**config.mk**
```make
export PLATFORM = sky130hd
export DESIGN_NAME = bpb_port_block
export DESIGN_NICKNAME = d
export VERILOG_FILES = /design/src/logic/bpb_pkg.sv /design/src/logic/bpb_port_block.sv
export SDC_FILE = /design/constraint.sdc
export NUM_CORES = 1
export LEC_CHECK = 0
export BUFFER_PORTS_ARGS = -buffer_cell sky130_fd_sc_hd__clkbuf_2
export CORE_MARGIN = 5
export CORE_UTILIZATION = 30
export DETAILED_ROUTE_END_ITERATION = 10
export GPL_TIMING_DRIVEN = 0
export PLACE_DENSITY_LB_ADDON = 0.08
export SYNTH_ARGS = -nofsm -noshare
export SYNTH_HDL_FRONTEND = slang
export SYNTH_SLANG_ARGS = --single-unit
```
**constraint.sdc**
```tcl
create_clock -name clk_sys_i -period 6.7 [get_ports clk_sys_i]
set_input_delay 1.005 -clock clk_sys_i [delete_from_list [all_inputs] [get_ports clk_sys_i]]
set_output_delay 1.005 -clock clk_sys_i [all_outputs]
set_load 0.02 [all_outputs]
```
**src/logic/bpb_pkg.sv**
```systemverilog
// package for the bidirectional port block: register indices, reset values, shared types
// assumes the core addresses the port registers as data-memory locations of its own choosing
package bpb_pkg;
    localparam int unsigned ADDR_W = 8;
    localparam logic [7:0] IDX_PORT_A_DATA      = 8'h00;
    localparam logic [7:0] IDX_PORT_A_DIRECTION = 8'h01;
    localparam logic [7:0] IDX_PORT_A_PULLUP    = 8'h02;
    localparam logic [7:0] IDX_PORT_A_WAKE      = 8'h03;
    localparam logic [7:0] IDX_PORT_B_DATA      = 8'h04;
    localparam logic [7:0] IDX_PORT_B_DIRECTION = 8'h05;
    localparam logic [7:0] IDX_PORT_B_PULLUP    = 8'h06;
    localparam logic [7:0] IDX_PORT_C_DATA      = 8'h07;
    localparam logic [7:0] IDX_PORT_C_DIRECTION = 8'h08;
    localparam logic [7:0] IDX_PORT_C_PULLUP    = 8'h09;
    localparam logic [7:0] RST_DATA      = 8'hFF;
    localparam logic [7:0] RST_DIRECTION = 8'hFF;
    localparam logic [7:0] RST_PULLUP    = 8'h00;
    localparam logic [7:0] RST_WAKE      = 8'h00;
    localparam logic [7:0] PORT_C_MASK   = 8'h01;

    typedef struct packed {
        logic       wr;
        logic       rd;
        logic [7:0] addr;
        logic [7:0] wdata;
    } bpb_access_type;

    typedef enum logic [1:0] {
        BPB_RUN   = 2'b01,
        BPB_DOZE  = 2'b10
    } bpb_mode_type;
endpackage

```
**src/logic/bpb_port_block.sv**
```systemverilog
// three-port general-purpose I/O: two 8-line ports and one 1-line port
// assumes the core gives a one-cycle access strobe, a second-phase strobe for reads,
// a level low-power flag, a reset-kind flag and per-pin function selects
`timescale 1ns/10ps

module bpb_port_block #(
    parameter int unsigned WIDTH = 8
) (
    input  wire logic                   clk_sys_i,
    input  wire logic                   arst_n_i,
    input  wire logic                   clk_en_i,
    input  wire bpb_pkg::bpb_access_type acc_i,
    input  wire logic                   second_clock_phase_i,
    input  wire logic                   low_power_i,
    input  wire logic                   soft_reset_i,
    input  wire logic                   soft_reset_keep_i,
    input  wire logic [WIDTH-1:0]       gpio_sel_a_i,
    input  wire logic [WIDTH-1:0]       gpio_sel_b_i,
    input  wire logic                   gpio_sel_c_i,
    input  wire logic [WIDTH-1:0]       pin_a_i,
    input  wire logic [WIDTH-1:0]       pin_b_i,
    input  wire logic                   pin_c_i,
    output logic      [WIDTH-1:0]       pin_a_o,
    output logic      [WIDTH-1:0]       pin_a_oe_o,
    output logic      [WIDTH-1:0]       pin_a_pull_o,
    output logic      [WIDTH-1:0]       pin_b_o,
    output logic      [WIDTH-1:0]       pin_b_oe_o,
    output logic      [WIDTH-1:0]       pin_b_pull_o,
    output logic                        pin_c_o,
    output logic                        pin_c_oe_o,
    output logic                        pin_c_pull_o,
    output logic      [7:0]             rdata_o,
    output logic                        wake_o
);
    logic             rst_meta_reg;
    logic             rst_n_reg;
    logic [WIDTH-1:0] a_data_reg, a_dir_reg, a_pu_reg, a_wu_reg;
    logic [WIDTH-1:0] b_data_reg, b_dir_reg, b_pu_reg;
    logic             c_data_reg, c_dir_reg, c_pu_reg;
    logic [WIDTH-1:0] a_meta_reg, a_sync_reg, a_prev_reg;
    logic [WIDTH-1:0] b_meta_reg, b_sync_reg;
    logic             c_meta_reg, c_sync_reg;
    bpb_pkg::bpb_mode_type mode_reg;

    // reset release through two flops
    always_ff @(posedge clk_sys_i or negedge arst_n_i) begin
        if (!arst_n_i) begin
            rst_meta_reg <= 1'b0;
            rst_n_reg    <= 1'b0;
        end else begin
            rst_meta_reg <= 1'b1;
            rst_n_reg    <= rst_meta_reg;
        end
    end

    // pin synchronisers; first stage feeds only the second
    always_ff @(posedge clk_sys_i or negedge rst_n_reg) begin
        if (!rst_n_reg) begin
            a_meta_reg <= '1;
            a_sync_reg <= '1;
            a_prev_reg <= '1;
            b_meta_reg <= '1;
            b_sync_reg <= '1;
            c_meta_reg <= 1'b1;
            c_sync_reg <= 1'b1;
        end else if (clk_en_i) begin
            a_meta_reg <= pin_a_i;
            a_sync_reg <= a_meta_reg;
            a_prev_reg <= a_sync_reg;
            b_meta_reg <= pin_b_i;
            b_sync_reg <= b_meta_reg;
            c_meta_reg <= pin_c_i;
            c_sync_reg <= c_meta_reg;
        end
    end

    wire wr_a_data = acc_i.wr && acc_i.addr == bpb_pkg::IDX_PORT_A_DATA;
    wire wr_a_dir  = acc_i.wr && acc_i.addr == bpb_pkg::IDX_PORT_A_DIRECTION;
    wire wr_a_pu   = acc_i.wr && acc_i.addr == bpb_pkg::IDX_PORT_A_PULLUP;
    wire wr_a_wu   = acc_i.wr && acc_i.addr == bpb_pkg::IDX_PORT_A_WAKE;
    wire wr_b_data = acc_i.wr && acc_i.addr == bpb_pkg::IDX_PORT_B_DATA;
    wire wr_b_dir  = acc_i.wr && acc_i.addr == bpb_pkg::IDX_PORT_B_DIRECTION;
    wire wr_b_pu   = acc_i.wr && acc_i.addr == bpb_pkg::IDX_PORT_B_PULLUP;
    wire wr_c_data = acc_i.wr && acc_i.addr == bpb_pkg::IDX_PORT_C_DATA;
    wire wr_c_dir  = acc_i.wr && acc_i.addr == bpb_pkg::IDX_PORT_C_DIRECTION;
    wire wr_c_pu   = acc_i.wr && acc_i.addr == bpb_pkg::IDX_PORT_C_PULLUP;
    // a watchdog reset while dozing leaves every port register untouched
    wire soft_init = soft_reset_i && !soft_reset_keep_i;

    always_ff @(posedge clk_sys_i or negedge rst_n_reg) begin
        if (!rst_n_reg) begin
            a_data_reg <= bpb_pkg::RST_DATA;
            a_dir_reg  <= bpb_pkg::RST_DIRECTION;
            a_pu_reg   <= bpb_pkg::RST_PULLUP;
            a_wu_reg   <= bpb_pkg::RST_WAKE;
            b_data_reg <= bpb_pkg::RST_DATA;
            b_dir_reg  <= bpb_pkg::RST_DIRECTION;
            b_pu_reg   <= bpb_pkg::RST_PULLUP;
            c_data_reg <= 1'b1;
            c_dir_reg  <= 1'b1;
            c_pu_reg   <= 1'b0;
        end else if (clk_en_i) begin
            if (soft_init) begin
                a_data_reg <= bpb_pkg::RST_DATA;
                a_dir_reg  <= bpb_pkg::RST_DIRECTION;
                a_pu_reg   <= bpb_pkg::RST_PULLUP;
                a_wu_reg   <= bpb_pkg::RST_WAKE;
                b_data_reg <= bpb_pkg::RST_DATA;
                b_dir_reg  <= bpb_pkg::RST_DIRECTION;
                b_pu_reg   <= bpb_pkg::RST_PULLUP;
                c_data_reg <= 1'b1;
                c_dir_reg  <= 1'b1;
                c_pu_reg   <= 1'b0;
            end else begin
                if (wr_a_data) a_data_reg <= acc_i.wdata;
                if (wr_a_dir)  a_dir_reg  <= acc_i.wdata;
                if (wr_a_pu)   a_pu_reg   <= acc_i.wdata;
                if (wr_a_wu)   a_wu_reg   <= acc_i.wdata;
                if (wr_b_data) b_data_reg <= acc_i.wdata;
                if (wr_b_dir)  b_dir_reg  <= acc_i.wdata;
                if (wr_b_pu)   b_pu_reg   <= acc_i.wdata;
                if (wr_c_data) c_data_reg <= acc_i.wdata[0];
                if (wr_c_dir)  c_dir_reg  <= acc_i.wdata[0];
                if (wr_c_pu)   c_pu_reg   <= acc_i.wdata[0];
            end
        end
    end

    // per-line read value: pin when input, latch when output
    wire [WIDTH-1:0] a_view = (a_dir_reg & a_sync_reg) | (~a_dir_reg & a_data_reg);
    wire [WIDTH-1:0] b_view = (b_dir_reg & b_sync_reg) | (~b_dir_reg & b_data_reg);
    wire             c_view = c_dir_reg ? c_sync_reg : c_data_reg;

    logic [7:0] rd_mux;
    always_comb begin
        case (acc_i.addr)
            bpb_pkg::IDX_PORT_A_DATA:      rd_mux = a_view;
            bpb_pkg::IDX_PORT_A_DIRECTION: rd_mux = a_dir_reg;
            bpb_pkg::IDX_PORT_A_PULLUP:    rd_mux = a_pu_reg;
            bpb_pkg::IDX_PORT_A_WAKE:      rd_mux = a_wu_reg;
            bpb_pkg::IDX_PORT_B_DATA:      rd_mux = b_view;
            bpb_pkg::IDX_PORT_B_DIRECTION: rd_mux = b_dir_reg;
            bpb_pkg::IDX_PORT_B_PULLUP:    rd_mux = b_pu_reg;
            bpb_pkg::IDX_PORT_C_DATA:      rd_mux = {7'h00, c_view};
            bpb_pkg::IDX_PORT_C_DIRECTION: rd_mux = {7'h00, c_dir_reg};
            bpb_pkg::IDX_PORT_C_PULLUP:    rd_mux = {7'h00, c_pu_reg};
            default:                       rd_mux = 8'h00;
        endcase
    end

    // pin drive and pull-high, pull only on a selected digital input line
    wire [WIDTH-1:0] a_pull_next = a_pu_reg & a_dir_reg & gpio_sel_a_i;
    wire [WIDTH-1:0] b_pull_next = b_pu_reg & b_dir_reg & gpio_sel_b_i;
    wire             c_pull_next = c_pu_reg & c_dir_reg & gpio_sel_c_i;
    // falling edges on enabled general-input first-port lines
    wire [WIDTH-1:0] a_fall = a_prev_reg & ~a_sync_reg & a_wu_reg & a_dir_reg & gpio_sel_a_i;
    wire             dozing = mode_reg == bpb_pkg::BPB_DOZE;
    wire             wake_next = dozing && low_power_i && (|a_fall);

    bpb_pkg::bpb_mode_type mode_next;
    always_comb begin
        case (mode_reg)
            bpb_pkg::BPB_RUN:  mode_next = low_power_i ? bpb_pkg::BPB_DOZE : bpb_pkg::BPB_RUN;
            bpb_pkg::BPB_DOZE: mode_next = low_power_i ? bpb_pkg::BPB_DOZE : bpb_pkg::BPB_RUN;
            default:           mode_next = bpb_pkg::BPB_RUN;
        endcase
    end

    always_ff @(posedge clk_sys_i or negedge rst_n_reg) begin
        if (!rst_n_reg) begin
            mode_reg     <= bpb_pkg::BPB_RUN;
            rdata_o      <= 8'h00;
            wake_o       <= 1'b0;
            pin_a_o      <= '1;
            pin_a_oe_o   <= '0;
            pin_a_pull_o <= '0;
            pin_b_o      <= '1;
            pin_b_oe_o   <= '0;
            pin_b_pull_o <= '0;
            pin_c_o      <= 1'b1;
            pin_c_oe_o   <= 1'b0;
            pin_c_pull_o <= 1'b0;
        end else if (clk_en_i) begin
            mode_reg <= mode_next;
            wake_o   <= wake_next;
            // no read latch: value captured only at the second phase edge
            if (acc_i.rd && second_clock_phase_i) rdata_o <= rd_mux;
            pin_a_o      <= a_data_reg;
            pin_a_oe_o   <= ~a_dir_reg;
            pin_a_pull_o <= a_pull_next;
            pin_b_o      <= b_data_reg;
            pin_b_oe_o   <= ~b_dir_reg;
            pin_b_pull_o <= b_pull_next;
            pin_c_o      <= c_data_reg;
            pin_c_oe_o   <= ~c_dir_reg;
            pin_c_pull_o <= c_pull_next;
        end
    end

    oe_follows_dir_a : assert property (@(posedge clk_sys_i) disable iff (!rst_n_reg)
        clk_en_i |=> pin_a_oe_o == ~$past(a_dir_reg))
        else $error("port a drive enable does not follow direction");
    drive_latch_a : assert property (@(posedge clk_sys_i) disable iff (!rst_n_reg)
        clk_en_i |=> pin_b_o == $past(b_data_reg))
        else $error("port b drive differs from latch");
    read_view_a : assert property (@(posedge clk_sys_i) disable iff (!rst_n_reg)
        (clk_en_i && acc_i.rd && second_clock_phase_i && acc_i.addr == bpb_pkg::IDX_PORT_A_DATA)
        |=> rdata_o == (($past(a_dir_reg) & $past(a_sync_reg)) | (~$past(a_dir_reg) & $past(a_data_reg))))
        else $error("port a read value wrong");
    latch_hold_a : assert property (@(posedge clk_sys_i) disable iff (!rst_n_reg)
        (!wr_a_data && !soft_init) |=> $stable(a_data_reg))
        else $error("port a latch changed without write");
    pull_gate_a : assert property (@(posedge clk_sys_i) disable iff (!rst_n_reg)
        (clk_en_i && !a_dir_reg[0]) |=> !pin_a_pull_o[0])
        else $error("pull-high on an output line");
    wake_mode_a : assert property (@(posedge clk_sys_i) disable iff (!rst_n_reg)
        (clk_en_i && !low_power_i) |=> !wake_o)
        else $error("wake outside low power");
    port_c_zero_a : assert property (@(posedge clk_sys_i) disable iff (!rst_n_reg)
        (clk_en_i && acc_i.rd && second_clock_phase_i && acc_i.addr == bpb_pkg::IDX_PORT_C_PULLUP)
        |=> rdata_o[7:1] == 7'h00)
        else $error("port c upper bits not zero");
    soft_reset_a : assert property (@(posedge clk_sys_i) disable iff (!rst_n_reg)
        (clk_en_i && soft_init) |=> a_dir_reg == bpb_pkg::RST_DIRECTION && a_wu_reg == 8'h00)
        else $error("soft reset did not load values");
    keep_reset_a : assert property (@(posedge clk_sys_i) disable iff (!rst_n_reg)
        (soft_reset_i && soft_reset_keep_i && !acc_i.wr) |=> $stable(b_dir_reg))
        else $error("low-power watchdog reset changed port");

    // pin-side outputs trail their registers by exactly one enabled edge
    oe_follow_b_a : assert property (@(posedge clk_sys_i) disable iff (!rst_n_reg)
        clk_en_i |=> pin_b_oe_o == ~$past(b_dir_reg))
        else $error("port b drive enable does not follow direction");
    oe_follow_c_a : assert property (@(posedge clk_sys_i) disable iff (!rst_n_reg)
        clk_en_i |=> pin_c_oe_o == !$past(c_dir_reg))
        else $error("port c drive enable does not follow direction");
    latch_drive_a : assert property (@(posedge clk_sys_i) disable iff (!rst_n_reg)
        clk_en_i |=> pin_a_o == $past(a_data_reg))
        else $error("port a drive differs from latch");
    latch_drive_c_a : assert property (@(posedge clk_sys_i) disable iff (!rst_n_reg)
        clk_en_i |=> pin_c_o == $past(c_data_reg))
        else $error("port c drive differs from latch");

    read_view_b_a : assert property (@(posedge clk_sys_i) disable iff (!rst_n_reg)
        (clk_en_i && acc_i.rd && second_clock_phase_i && acc_i.addr == bpb_pkg::IDX_PORT_B_DATA)
        |=> rdata_o == (($past(b_dir_reg) & $past(b_sync_reg)) | (~$past(b_dir_reg) & $past(b_data_reg))))
        else $error("port b read value wrong");
    read_view_c_a : assert property (@(posedge clk_sys_i) disable iff (!rst_n_reg)
        (clk_en_i && acc_i.rd && second_clock_phase_i && acc_i.addr == bpb_pkg::IDX_PORT_C_DATA)
        |=> rdata_o == {7'h00, ($past(c_dir_reg) ? $past(c_sync_reg) : $past(c_data_reg))})
        else $error("port c read value wrong");
    read_hold_a : assert property (@(posedge clk_sys_i) disable iff (!rst_n_reg)
        !(clk_en_i && acc_i.rd && second_clock_phase_i) |=> $stable(rdata_o))
        else $error("read data moved without a captured read");
    unmapped_read_a : assert property (@(posedge clk_sys_i) disable iff (!rst_n_reg)
        (clk_en_i && acc_i.rd && second_clock_phase_i && acc_i.addr > bpb_pkg::IDX_PORT_C_PULLUP)
        |=> rdata_o == 8'h00)
        else $error("unmapped read not zero");

    latch_hold_b_a : assert property (@(posedge clk_sys_i) disable iff (!rst_n_reg)
        (!wr_b_data && !soft_init) |=> $stable(b_data_reg))
        else $error("port b latch changed without write");
    dir_write_a : assert property (@(posedge clk_sys_i) disable iff (!rst_n_reg)
        (clk_en_i && wr_a_dir && !soft_init) |=> a_dir_reg == $past(acc_i.wdata))
        else $error("port a direction write lost");
    pull_follow_a : assert property (@(posedge clk_sys_i) disable iff (!rst_n_reg)
        clk_en_i |=> pin_a_pull_o == $past(a_pu_reg & a_dir_reg & gpio_sel_a_i))
        else $error("port a pull-high does not follow its enable");
    pull_gate_b_a : assert property (@(posedge clk_sys_i) disable iff (!rst_n_reg)
        clk_en_i |=> (pin_b_pull_o & ~$past(b_dir_reg & gpio_sel_b_i)) == '0)
        else $error("port b pull-high on a non-input line");
    pull_gate_c_a : assert property (@(posedge clk_sys_i) disable iff (!rst_n_reg)
        clk_en_i |=> !(pin_c_pull_o && !$past(c_dir_reg && gpio_sel_c_i)))
        else $error("port c pull-high on a non-input line");

    // wake-up: a missed edge leaves the core asleep, a false one costs power
    wake_edge_a : assert property (@(posedge clk_sys_i) disable iff (!rst_n_reg)
        (clk_en_i && dozing && low_power_i
            && (|(a_prev_reg & ~a_sync_reg & a_wu_reg & a_dir_reg & gpio_sel_a_i))) |=> wake_o)
        else $error("enabled falling edge did not wake");
    wake_enable_a : assert property (@(posedge clk_sys_i) disable iff (!rst_n_reg)
        (clk_en_i && a_wu_reg == '0) |=> !wake_o)
        else $error("wake with no line enabled");
    wake_select_a : assert property (@(posedge clk_sys_i) disable iff (!rst_n_reg)
        (clk_en_i && (a_wu_reg & a_dir_reg & gpio_sel_a_i) == '0) |=> !wake_o)
        else $error("wake from a line that is not a general input");
    freeze_hold_a : assert property (@(posedge clk_sys_i) disable iff (!rst_n_reg)
        !clk_en_i |=> $stable(a_data_reg) && $stable(b_dir_reg) && $stable(mode_reg)
            && $stable(pin_a_o) && $stable(rdata_o) && $stable(wake_o))
        else $error("state moved while the clock enable was low");
    sync_stage_a : assert property (@(posedge clk_sys_i) disable iff (!rst_n_reg)
        clk_en_i |=> a_sync_reg == $past(a_meta_reg) && b_sync_reg == $past(b_meta_reg))
        else $error("pin synchroniser skipped a stage");
endmodule

```
==> results of run 1 <==
per-stage QoR:
stage	worst slack, ps	std cells	hold WS [ps]	TNS [ps]
floorplan	1930	596	331	0
global placement	-180	1036	337	-11610
detailed placement	3320	1038	343	0
CTS	3720	1070	328	0
global route	3650	1070	327	0
finish	3690	1070	342	0
layer usage:
metal	vias to the layer above	track usage (%)	part of all wire, %
li1	2416	-	-
met1	2642	24.6	47
met2	136	27.5	47
met3	22	3.98	5.0
met4	0	4.09	1.3
met5	-	0	0
report_power, final:
part | internal (mW) | total [mW] | switching [mW]
Combinational | 0.218 | 0.477 | 0.259
Clock | 0.660 | 1.08 | 0.418
Sequential | 1.23 | 1.39 | 0.155
worst max path at each step:
| stage | to |
|---|---|
| after detailed placement | a_dir_reg[1]$_DFFE_PN1P_ |
| after floorplan | a_pu_reg[0]$_DFFE_PN0P_ |
| final | a_dir_reg[0]$_DFFE_PN1P_ |
| after CTS | a_dir_reg[0]$_DFFE_PN1P_ |
| after global placement | mode_reg[1]$_DFFE_PN0P_ |
| after global routing | a_dir_reg[6]$_DFFE_PN1P_ |
worst reg2reg max path, stage by stage, from the launching register on:
cell     delay, ps
dfstp_2        560
nor3_1         100
nor4_1         590
nand4_1        220
a41o_1         280
cell families after synthesis:
kind of cell	share of synthesized area (%)
AND/OR/NAND/NOR	9.03
AO/OA/AOI/OAI	9.00
adder cells (fa/ha/maj)	0.169
multiplexers	20.8
buffers and inverters	3.55
flip-flops	57.4
other	0.0507
layout make-up:
| cell class | instances | share of cell area [%] |
|---|---|---|
| sequential | 165 | 46.7 |
| multi-input combinational | 362 | 31.8 |
| timing repair buffer | 118 | 6.99 |
| clock buffer | 22 | 5.23 |
| tap | 324 | 4.46 |
| clock inverter | 10 | 1.86 |
| inverter | 40 | 1.65 |
| buffer | 29 | 1.24 |
synth_stat cells, types with 5 or more instances:
cell type  count  area share, %
mux2_2       102             16
dfstp_2       94             33
dfrtp_1       71             24
inv_1         40            2.0
nand2_1       35            1.8
o21ai_0       31            2.1
mux2i_1       27            3.7
clkbuf_1      22            1.1
nand4_1       14            1.2
nor2_1        14           0.71
a22o_1        11            1.3
nor3_1        11           0.74
nor2b_1       10           0.85
nand2b_1       9           0.76
a211oi_1       8           0.81
a21oi_1        8           0.54
and2_1         8           0.68
mux2_4         8            1.6
o22ai_1        7           0.59
nand3_1        6           0.41
a22oi_1        5           0.51
==> impl_results.md, run 1 <==
- CTS max path bufs: 2
- Die area: 0.0279 mm^2
- H-tree Lvls: 4
- Ant. Diodes: 0
- Final period util: 44.9%
- Core Region: 0.0243 mm^2
- Routed WL: 24200 um
- Placer Congestion: 0.857
- Async set-reset flop share out of synthesis: 100%
- Total power draw: 2.94 mW
- Cells after Synth: 596
- Max cap viols: 0
- Final Max Slew Viols: 0
- Drt wl/cell: 22.6 um
- Postcts setup bufs: 0
- Post-CTS Resized: 0
- Area growth syn-to-layout: 22.9%
- Worst-skew pair later-pin latency: 430 ps
- Post-route ant nets: 0
- Fin nets: 793
- Register Area: 0.00425 mm^2
- CP dominant cell by count: nand2_1
- Slew headroom: 37.3%
- Final HPWL from detailed placement: 17500 um
- Worst path required time: 7050 ps
- Worst min path class: in2async
- Crit path capture type: register
- Clock sink count: 165
- Clock skew: 9.60 ps
- Largest net degree at the start of global routing: 68
- Number of remaining DRC errors: 0
- Synth cell types: 53
- Post-route cell area: 0.00909 mm^2
- Width of the die: 167 um
- Seq/Total Area, Yosys: 57.4%
- Slew @ Worst Pin: 936 ps
- Worst path slowest cell: nor2b_1
- Vias per inst: 4.87
- Critical path origin: acc_i[8]
- Root buf cell: clkbuf_16
- Tmin final: 3010 ps
- TritonRoute pass-1 iters: 5
- Crit path cell chain: clkbuf_1 > nor2b_1 > nand2_1 > o21ai_0 > nand2_1 > mux2_2
- FF-to-FF Start: a_sync_reg[1]$_DFFE_PN1P_
- Critical path buffers and inverters: 1
- Delay-heaviest family, CP: simple AND/OR/NAND/NOR gates
- Die Y: 167 um
- Fill count: 2436
- Dpl cell area: 0.00845 mm^2
- CP Max Fanout: 9
- Endpoints failing setup: 0
- Synth Register Bits: 165
- Antenna violations before repair: 0
- Syn nets: 656
- Power per standard cell area: 324 mW/mm^2
- Routed via count: 5216
- 1st-iter DRT viols: 355
- First-pass GRT wire length: 36300 um
- Pleak: 3.97 nW
- WS Path Type: in2reg
- Register-to-Register Setup Slack: 4860 ps
- Final core occ: 37.4%
- Most common cell after layout, fill and taps aside: clkbuf_2
- Io pins: 119
- CTS tree: yes
- Maximum clock rate: 333 MHz
- Total gr overflow: 0
- Share of cells above drive strength 1: 48.8%
- Final hold vios: 0
- Synth Cell Area: 0.00740 mm^2
- Peak supply drop: 143 uV
- FP Rows: 57
- Synth Warn #: 0
- Status: finished, final reports clean
- Initial Utilization: 30.4%
- Post-synth EDFFs: 0
- Vias in the first global route: 5583
- WP data arrival: 3360 ps
- Commonest non-fill, non-tap cells in the layout: 116 x clkbuf_2, 102 x mux2_2, 94 x dfstp_2, 70 x dfrtp_1, 40 x inv_1
- Synth Area per Inst: 12.4 um^2
- Reg-to-Reg End: wake_o$_DFFE_PN0P_
- GR Util All Layers: 17.5%
- Critical Path Start Type: input port
- Critical Path Stages: 6
- RSZ-0062 raised after global routing: false
- Register-to-Register Path Depth: 4
- Largest stage delay, worst path: 630 ps
- Multi-input logic area: 0.00289 mm^2
- IO Port Bufs: 116
- CTS clk-pin slew, worst paths: 70 ps
- Num CTS Buffers: 17
- Main flop type after synthesis: dfstp_2
- Post-CTS Hold Buffers: 0
Power figures use the tool's default switching activity.
==> run 2: changes to the inputs <==
Settings changed: ABC_AREA set to 1.
Clock period 6.7 ns to 2.55 ns, I/O delays scaled along.
==> run 2 against run 1 <==
  * Routed wire length up 2.7%
  * Sequential share of layout area about the same
  * Design area about the same
  * Sequential power rose to 2.5 times the previous value
  * Non-clock buffer count up 7
  * Register-to-register slack worse by 3900 ps
  * Global-route usage up 0.69 points
  * Area after synthesis up 0.73%
  * Core utilization down 0.14 points
  * Clock skew down 1.3 ps
  * Synthesized cell count up 44%
  * Highest routed layer unchanged
  * Largest cell class unchanged
==> impl_results.md, run 2 <==
- 1st-iter DRT viols: 476 (+34%)
- Synth Warn #: 0 (unchanged)
- Largest stage delay, worst path: 610 ps (-20 ps)
- Critical path origin: b_dir_reg[3]$_DFFE_PN1P_
- Most common cell after layout, fill and taps aside: nand2_1
- CP Max Fanout: 5 (-4)
- Share of cells above drive strength 1: 30.7% (-18 points)
- Peak supply drop: 304 uV (+110%)
- WS Path Type: reg2reg
- Multiplexer area fraction after synthesis: 0% (-21 points)
- Drt wl/cell: 18.6 um (-18%)
- CP dominant cell by count: nor2_1
- Post-CTS Hold Buffers: 1 (+1)
- Endpoints failing setup: 0 (unchanged)
- Post-CTS Resized: 0 (unchanged)
- Share of the synthesized area in the top cell type: 33.1% (-0.24 points)
- Root buf cell: clkbuf_16
- Routed WL: 24800 um (+2.7%)
- Io pins: 119 (unchanged)
- Finished Layout Cells: 1335 (+25%)
- Seq/Total Area, Yosys: 57.0% (-0.41 points)
- Slew headroom: 47.3% (+10 points)
- Die area: 0.0281 mm^2 (+0.68%)
- Async set-reset flop share out of synthesis: 100% (unchanged)
- FP Rows: 57 (unchanged)
- Synth cell types: 30 (-43%)
- Total gr overflow: 0 (unchanged)
- Initial Utilization: 30.6% (+0.13 points)
- Width of the die: 168 um (+0.34%)
- HP Start: pin_b_i[4]
- Largest area contributor in the netlist: dfstp_2
- Commonest non-fill, non-tap cells in the layout: 322 x nand2_1, 116 x clkbuf_2, 94 x dfstp_2, 81 x o21ai_0, 70 x dfrtp_1
- Main flop type after synthesis: dfstp_2
- Final Max Slew Viols: 0 (unchanged)
- TritonRoute pass-1 iters: 5 (unchanged)
- Placer Congestion: 0.882 (+2.8%)
- P_int: 4.92 mW (+130%)
- Register Area: 0.00425 mm^2 (unchanged)
- Final hold vios: 0 (unchanged)
- Critical Path Start Type: register
- Pleak: 4.30 nW (+8.3%)
- Placed cells: 1302 (+25%)
- Cells after Synth: 860 (+44%)
- Tmin final: 1560 ps
- Routed via count: 6165 (+18%)
- Logic pwr share: 15.2% (-1.0 points)
- FF-to-FF Start: b_dir_reg[3]$_DFFE_PN1P_
- Vias per inst: 4.62 (-5.3%)
- Postcts setup bufs: 0 (unchanged)
- Core Region: 0.0244 mm^2 (+0.29%)
- Clock network power share: 35.8% (-0.9 points)
- CTS clk-pin slew, worst paths: 70 ps (about the same)
- Switching Share: 30.8% (+2.5 points)
- CTS max path bufs: 2 (unchanged)
- Final period util: 61.0%
- Crit path cell chain: nor2_1 > a21oi_1 > nor2_1 > nor2_1 > nand3b_1 > nand2_1 > nand2_1
- IO Port Bufs: 116 (unchanged)
- Synth area leaders: dfstp_2 33%, dfrtp_1 24%, nand2_1 16%
- RSZ-0062 raised after global routing: false
- Clock skew: 8.31 ps (-1.29 ps)
- Power share of the sequential group: 49.0% (+1.9 points)
- Ant. Diodes: 0 (unchanged)
- Antenna violations before repair: 0 (unchanged)
- Multi-input logic area: 0.00283 mm^2 (-2.3%)
- Num CTS Buffers: 17 (unchanged)
- Worst path slowest cell: dfstp_2
- Fin nets: 1058 (+33%)
- Vias in the first global route: 6434 (+15%)
- Post-Synth XOR/XNOR Area: 0% (unchanged)
- Max cap viols: 0 (unchanged)
- Area growth syn-to-layout: 21.9%
- Post-synth EDFFs: 0 (unchanged)
- Maximum clock rate: 643 MHz
- Adder and majority gate portion of the synthesized area: 0.168% (-0.0012 points)
- Synth Register Bits: 165 (unchanged)
- Post-Synth Simple-Gate Area: 25.8% (+17 points)
- Setup_tns: 0 ps (unchanged)
- GR Util All Layers: 18.1% (+0.69 points)
- Count leader, synth: nand2_1
- WP data arrival: 1880 ps (-1480 ps)
- Die Y: 168 um (+0.34%)
- Slew @ Worst Pin: 790 ps (-146 ps)
- First-pass GRT wire length: 39100 um (+7.7%)
- Synth Area per Inst: 8.67 um^2 (-30%)
- Clock sink count: 165 (unchanged)
- Power per standard cell area: 782 mW/mm^2 (+140%)
- Fill count: 2618 (+7.5%)
- Synth Area in Compound Gates: 12.0% (+3.0 points)
- Worst path required time: 2870 ps (-4180 ps)
- H-tree Lvls: 4 (unchanged)
- Syn nets: 920 (+40%)
- Post-route ant nets: 0 (unchanged)
- Worst min path class: in2reg
- Synth Cell Area: 0.00745 mm^2 (+0.73%)
- Final HPWL from detailed placement: 18900 um (+7.5%)
- Largest net degree at the start of global routing: 65 (-4.4%)
- Number of remaining DRC errors: 0 (unchanged)
- Status: finished, final reports clean
- Sw Pwr: 2.19 mW (+160%)
- Worst-skew pair later-pin latency: 430 ps (about the same)
- CTS tree: yes
- Post-synth top cells: 322 x nand2_1, 94 x dfstp_2, 81 x o21ai_0
- Crit path capture type: register
- Largest family of logic cells by synthesized area: simple AND/OR/NAND/NOR gates
run 2: changes by cell type in the layout (fill, tap and decap cells not counted), sizes merged, moves of 17 or more:
cell | before | now
buf | 9 | 26
mux2 | 110 | 0
mux2i | 27 | 0
nand2 | 37 | 334
nand3 | 6 | 69
nor2 | 14 | 50
o21ai | 34 | 119
run 2: worst max-delay path, delay by kind of cell (launching register included):
| family | cells | cell delay, ps |
|---|---|---|
| AOI/OAI and AO/OA | 1 | 270 |
| and+or+nand+nor | 6 | 570 |
| DFF | 1 | 610 |
run 2: layout make-up:
class | count | area share, %
buffer | 35 | 2.12
clock buffer | 20 | 5.03
clock inverter | 12 | 1.34
inverter | 49 | 2.05
multi-input combinational | 611 | 31.1
sequential | 165 | 46.8
tap | 324 | 4.46
timing repair buffer | 119 | 7.11
run 2: cells by family (layout without fill, tap and decap cells):
logic type,Yosys count,count (layout)
simple gates,457,457
flops,165,165
compound gates,152,152
buf+inv,84,235
fa+ha+maj,1,1
other cells,1,1
run 2: routing by layer:
metal,wire length [um],global-route usage [%]
met5,0,0
met4,799,6.95
met3,1230,3.87
met2,11000,27.3
met1,11800,25.6
run 2: power by group through the flow:
stage          combinational, mW  clock [mW]  sequential (mW)
2_1_floorplan              0.525           0             3.55
3_3_place_gp                1.04           0             3.56
3_5_place_dp                1.10           0             3.52
4_1_cts                     1.10        2.61             3.48
5_1_grt                     1.22        2.72             3.53
6_report                    1.08        2.55             3.48
run 2: path summary, 6_finish.rpt:
path	slack, ps	depth (start not counted)	to
max in group asynchronous	1040	2	a_dir_reg[0]$_DFFE_PN1P_
min	120	3	b_meta_reg[4]$_DFFE_PN1P_
min reg2reg	350	0	rst_n_reg$_DFF_PN0_
max reg2reg	990	7	rdata_o[3]$_DFFE_PN0P_
max	990	7	rdata_o[3]$_DFFE_PN0P_
min in group asynchronous	260	2	rst_n_reg$_DFF_PN0_
run 2: metrics by stage:
stage / hold slack [ps] / area (um^2) / util (%) / total power, mW / worst slack, ps
after CTS: 105 / 9080 / 37.2 / 7.20 / 930
after floorplan: 86.9 / 7460 / - / 4.07 / 891
final: 122 / 9080 / 37.2 / 7.10 / 995
after detailed placement: 171 / 8500 / 34.8 / 4.62 / 648
after global placement: 169 / 8440 / 34.6 / 4.60 / 113
after global routing: 117 / 9080 / 37.2 / 7.48 / 818
==> run 3: changes to the inputs <==
Settings changed: ABC_AREA 1 to 0.
Clock period 2.55 ns to 1.3 ns, I/O delays scaled along.
==> run 3 against run 2 <==
  * Combinational power rose to 2.9 times the previous value
  * Non-clock buffer count up 40
  * Clock power up 120%
  * The flow now finishes with violations (negative setup slack)
  * Largest power group unchanged
  * Critical path type is now in2reg
==> impl_results.md, run 3 (same netlist as run 1, synthesis figures left out) <==
- Fill count: 2366 (-9.6%)
- HP Start: pin_b_i[3]
- Tmin final: 1620 ps
- Antenna violations before repair: 0 (unchanged)
- Worst-skew pair later-pin latency: 430 ps (about the same)
- Logic pwr share: 19.9% (+4.7 points)
- Worst path required time: 1660 ps (-1210 ps)
- Final core occ: 41.3% (+4.0 points)
- WP data arrival: 1980 ps (+100 ps)
- 1st-iter DRT viols: 343 (-28%)
- Routed via count: 5515 (-11%)
- FF-to-FF Start: a_dir_reg[6]$_DFFE_PN1P_
- Die area: 0.0279 mm^2 (-0.68%)
- Register Area: 0.00425 mm^2 (unchanged)
- Commonest non-fill, non-tap cells in the layout: 106 x clkbuf_2, 101 x mux2_2, 94 x dfstp_2, 70 x dfrtp_1, 40 x inv_1
- Crit path cell chain: buf_6 > or4_4 > or3_4 > o21ai_4 > nand2_8 > mux2_4
- Post-route worst setup slack: -316 ps (-1310 ps)
- Ant. Diodes: 0 (unchanged)
- P_int: 11.5 mW (+130%)
- GR Util All Layers: 17.8% (-0.32 points)
- Fin nets: 840 (-21%)
- CP Capture Point: a_data_reg[4]$_DFFE_PN1P_
- Final Max Slew Viols: 0 (unchanged)
- Post-route ant nets: 0 (unchanged)
- Final hold slack: 13.7 ps (-108 ps)
- Share of cells above drive strength 1: 57.4% (+27 points)
- Core Region: 0.0243 mm^2 (-0.29%)
- Power per standard cell area: 1590 mW/mm^2 (+100%)
- Width of the die: 167 um (-0.34%)
- Vias in the first global route: 5841 (-9.2%)
- Peak supply drop: 713 uV (+130%)
- Most common cell after layout, fill and taps aside: clkbuf_2
- Clock sink count: 165 (unchanged)
- Sw Pwr: 4.52 mW (+110%)
- Vias per inst: 4.94 (+6.9%)
- Max cap viols: 0 (unchanged)
- Critical Path Start Type: input port
- Worst min path class: in2reg
- TritonRoute pass-1 iters: 5 (unchanged)
- Endpoints failing setup: 58 (+58)
- Place WS: -1410 ps (-2060 ps)
- CP Max Fanout: 8 (+3)
- Num CTS Buffers: 17 (unchanged)
- Root buf cell: clkbuf_16
- Placed cells: 1038 (-20%)
- Pleak: 4.40 nW (+2.4%)
- Switching Share: 28.3% (-2.5 points)
- CTS clk-pin slew, worst paths: 70 ps (about the same)
- Maximum clock rate: 619 MHz
- Largest net degree at the start of global routing: 71 (+9.2%)
- Status: finished with violations
- Placer Congestion: 0.860 (-2.4%)
- Register-to-Register Setup Slack: -210 ps (-1200 ps)
- Worst path slowest cell: or4_4
- FP Rows: 57 (unchanged)
- Initial Utilization: 30.4% (-0.13 points)
- First-pass GRT wire length: 37400 um (-4.5%)
- H-tree Lvls: 4 (unchanged)
- Io pins: 119 (unchanged)
- Power share of the sequential group: 44.7% (-4.3 points)
- Setup_tns: -11780 ps (-11780 ps)
- Finished Layout Cells: 1117 (-16%)
- Area growth syn-to-layout: 35.7%
- Clock skew: 8.95 ps (+0.636 ps)
- Drt wl/cell: 22.1 um (+19%)
- Die Y: 167 um (-0.34%)
- Largest stage delay, worst path: 560 ps (-50 ps)
- IO Port Bufs: 116 (unchanged)
- CTS tree: yes
- Critical path origin: acc_i[15]
- Final period util: 124%
- Routed WL: 24700 um (-0.52%)
- Multi-input logic area: 0.00318 mm^2 (+13%)
- Total gr overflow: 0 (unchanged)
- Clock network power share: 35.4% (-0.4 points)
- Slew headroom: 52.8% (+5.4 points)
- Final HPWL from detailed placement: 17500 um (-7.0%)
- Violated checks: negative setup slack
- Reg-to-Reg End: rdata_o[6]$_DFFE_PN0P_
- Register-to-Register Path Depth: 5 (-2)
- WS Path Type: in2reg
- RSZ-0062 raised after global routing: true
- CTS max path bufs: 2 (unchanged)
- Number of remaining DRC errors: 0 (unchanged)
- Slew @ Worst Pin: 709 ps (-81.4 ps)
- Crit path capture type: register
- Final hold vios: 0 (unchanged)
[run 3: cell types whose count changed in the layout (fill, tap and decap cells not counted), sizes merged, moves of 27 or more]
cell / delta
o21ai: -85
nand3: -63
buf: +34
mux2: +110
nand2: -297
mux2i: +27
nor2: -36
[run 3: per-stage QoR]
step	power, mW	area [um^2]
CTS	16.0	9920
finish	16.0	10000
floorplan	8.58	7450
global placement	9.66	8430
global route	16.7	10000
detailed placement	9.75	8490
[run 3: worst min-delay path by stage]
stage / to / depth (start not counted) / slack (ps)
after floorplan: rst_meta_reg$_DFF_PN0_ / 0 / -100
after detailed placement: rst_meta_reg$_DFF_PN0_ / 1 / -20
after CTS: b_meta_reg[3]$_DFFE_PN1P_ / 2 / 0.4
after global routing: b_meta_reg[3]$_DFFE_PN1P_ / 2 / 1
after global placement: rst_meta_reg$_DFF_PN0_ / 1 / -20
final: b_meta_reg[3]$_DFFE_PN1P_ / 2 / 10
[run 3: metal layers]
metal / routed length (um) / track usage [%] / up-vias
li1: - / - / 2511
met1: 11500 / 25.0 / 2814
met2: 11400 / 27.7 / 157
met3: 1180 / 4.03 / 33
met4: 547 / 5.27 / 0
met5: 0 / 0 / -
[run 3: power by group through the flow]
stage	Clock, mW	Sequential [mW]	Combinational (mW)
after CTS	5.79	7.11	3.14
final	5.66	7.13	3.18
after global placement	0	7.28	2.38
after floorplan	0	7.31	1.26
after detailed placement	0	7.24	2.51
after global routing	6.01	7.25	3.43
[run 3: critical path: cells and delay by family]
family	cells	cell delay [ps]
buf+inv	1	100
compound gates	1	230
simple gates	3	1110
mux	1	330
[run 3: cell type report]
class                      count  area share (%)
tap                          324            4.04
buffer                        28            1.46
timing repair buffer         166            12.3
inverter                      40            1.50
clock buffer                  24            5.34
multi-input combinational    362            31.7
sequential                   165            42.4
clock inverter                 8            1.30
[run 3: repair_timing]
| action | CTS | global route |
|---|---|---|
| hold endpoints to repair | 18 | 0 |
| gates resized for setup | 96 | 42 |
| setup endpoints to repair | 155 | 85 |
| hold buffers | 17 | 0 |
| pin swaps | 31 | 14 |
| setup buffers | 29 | 2 |
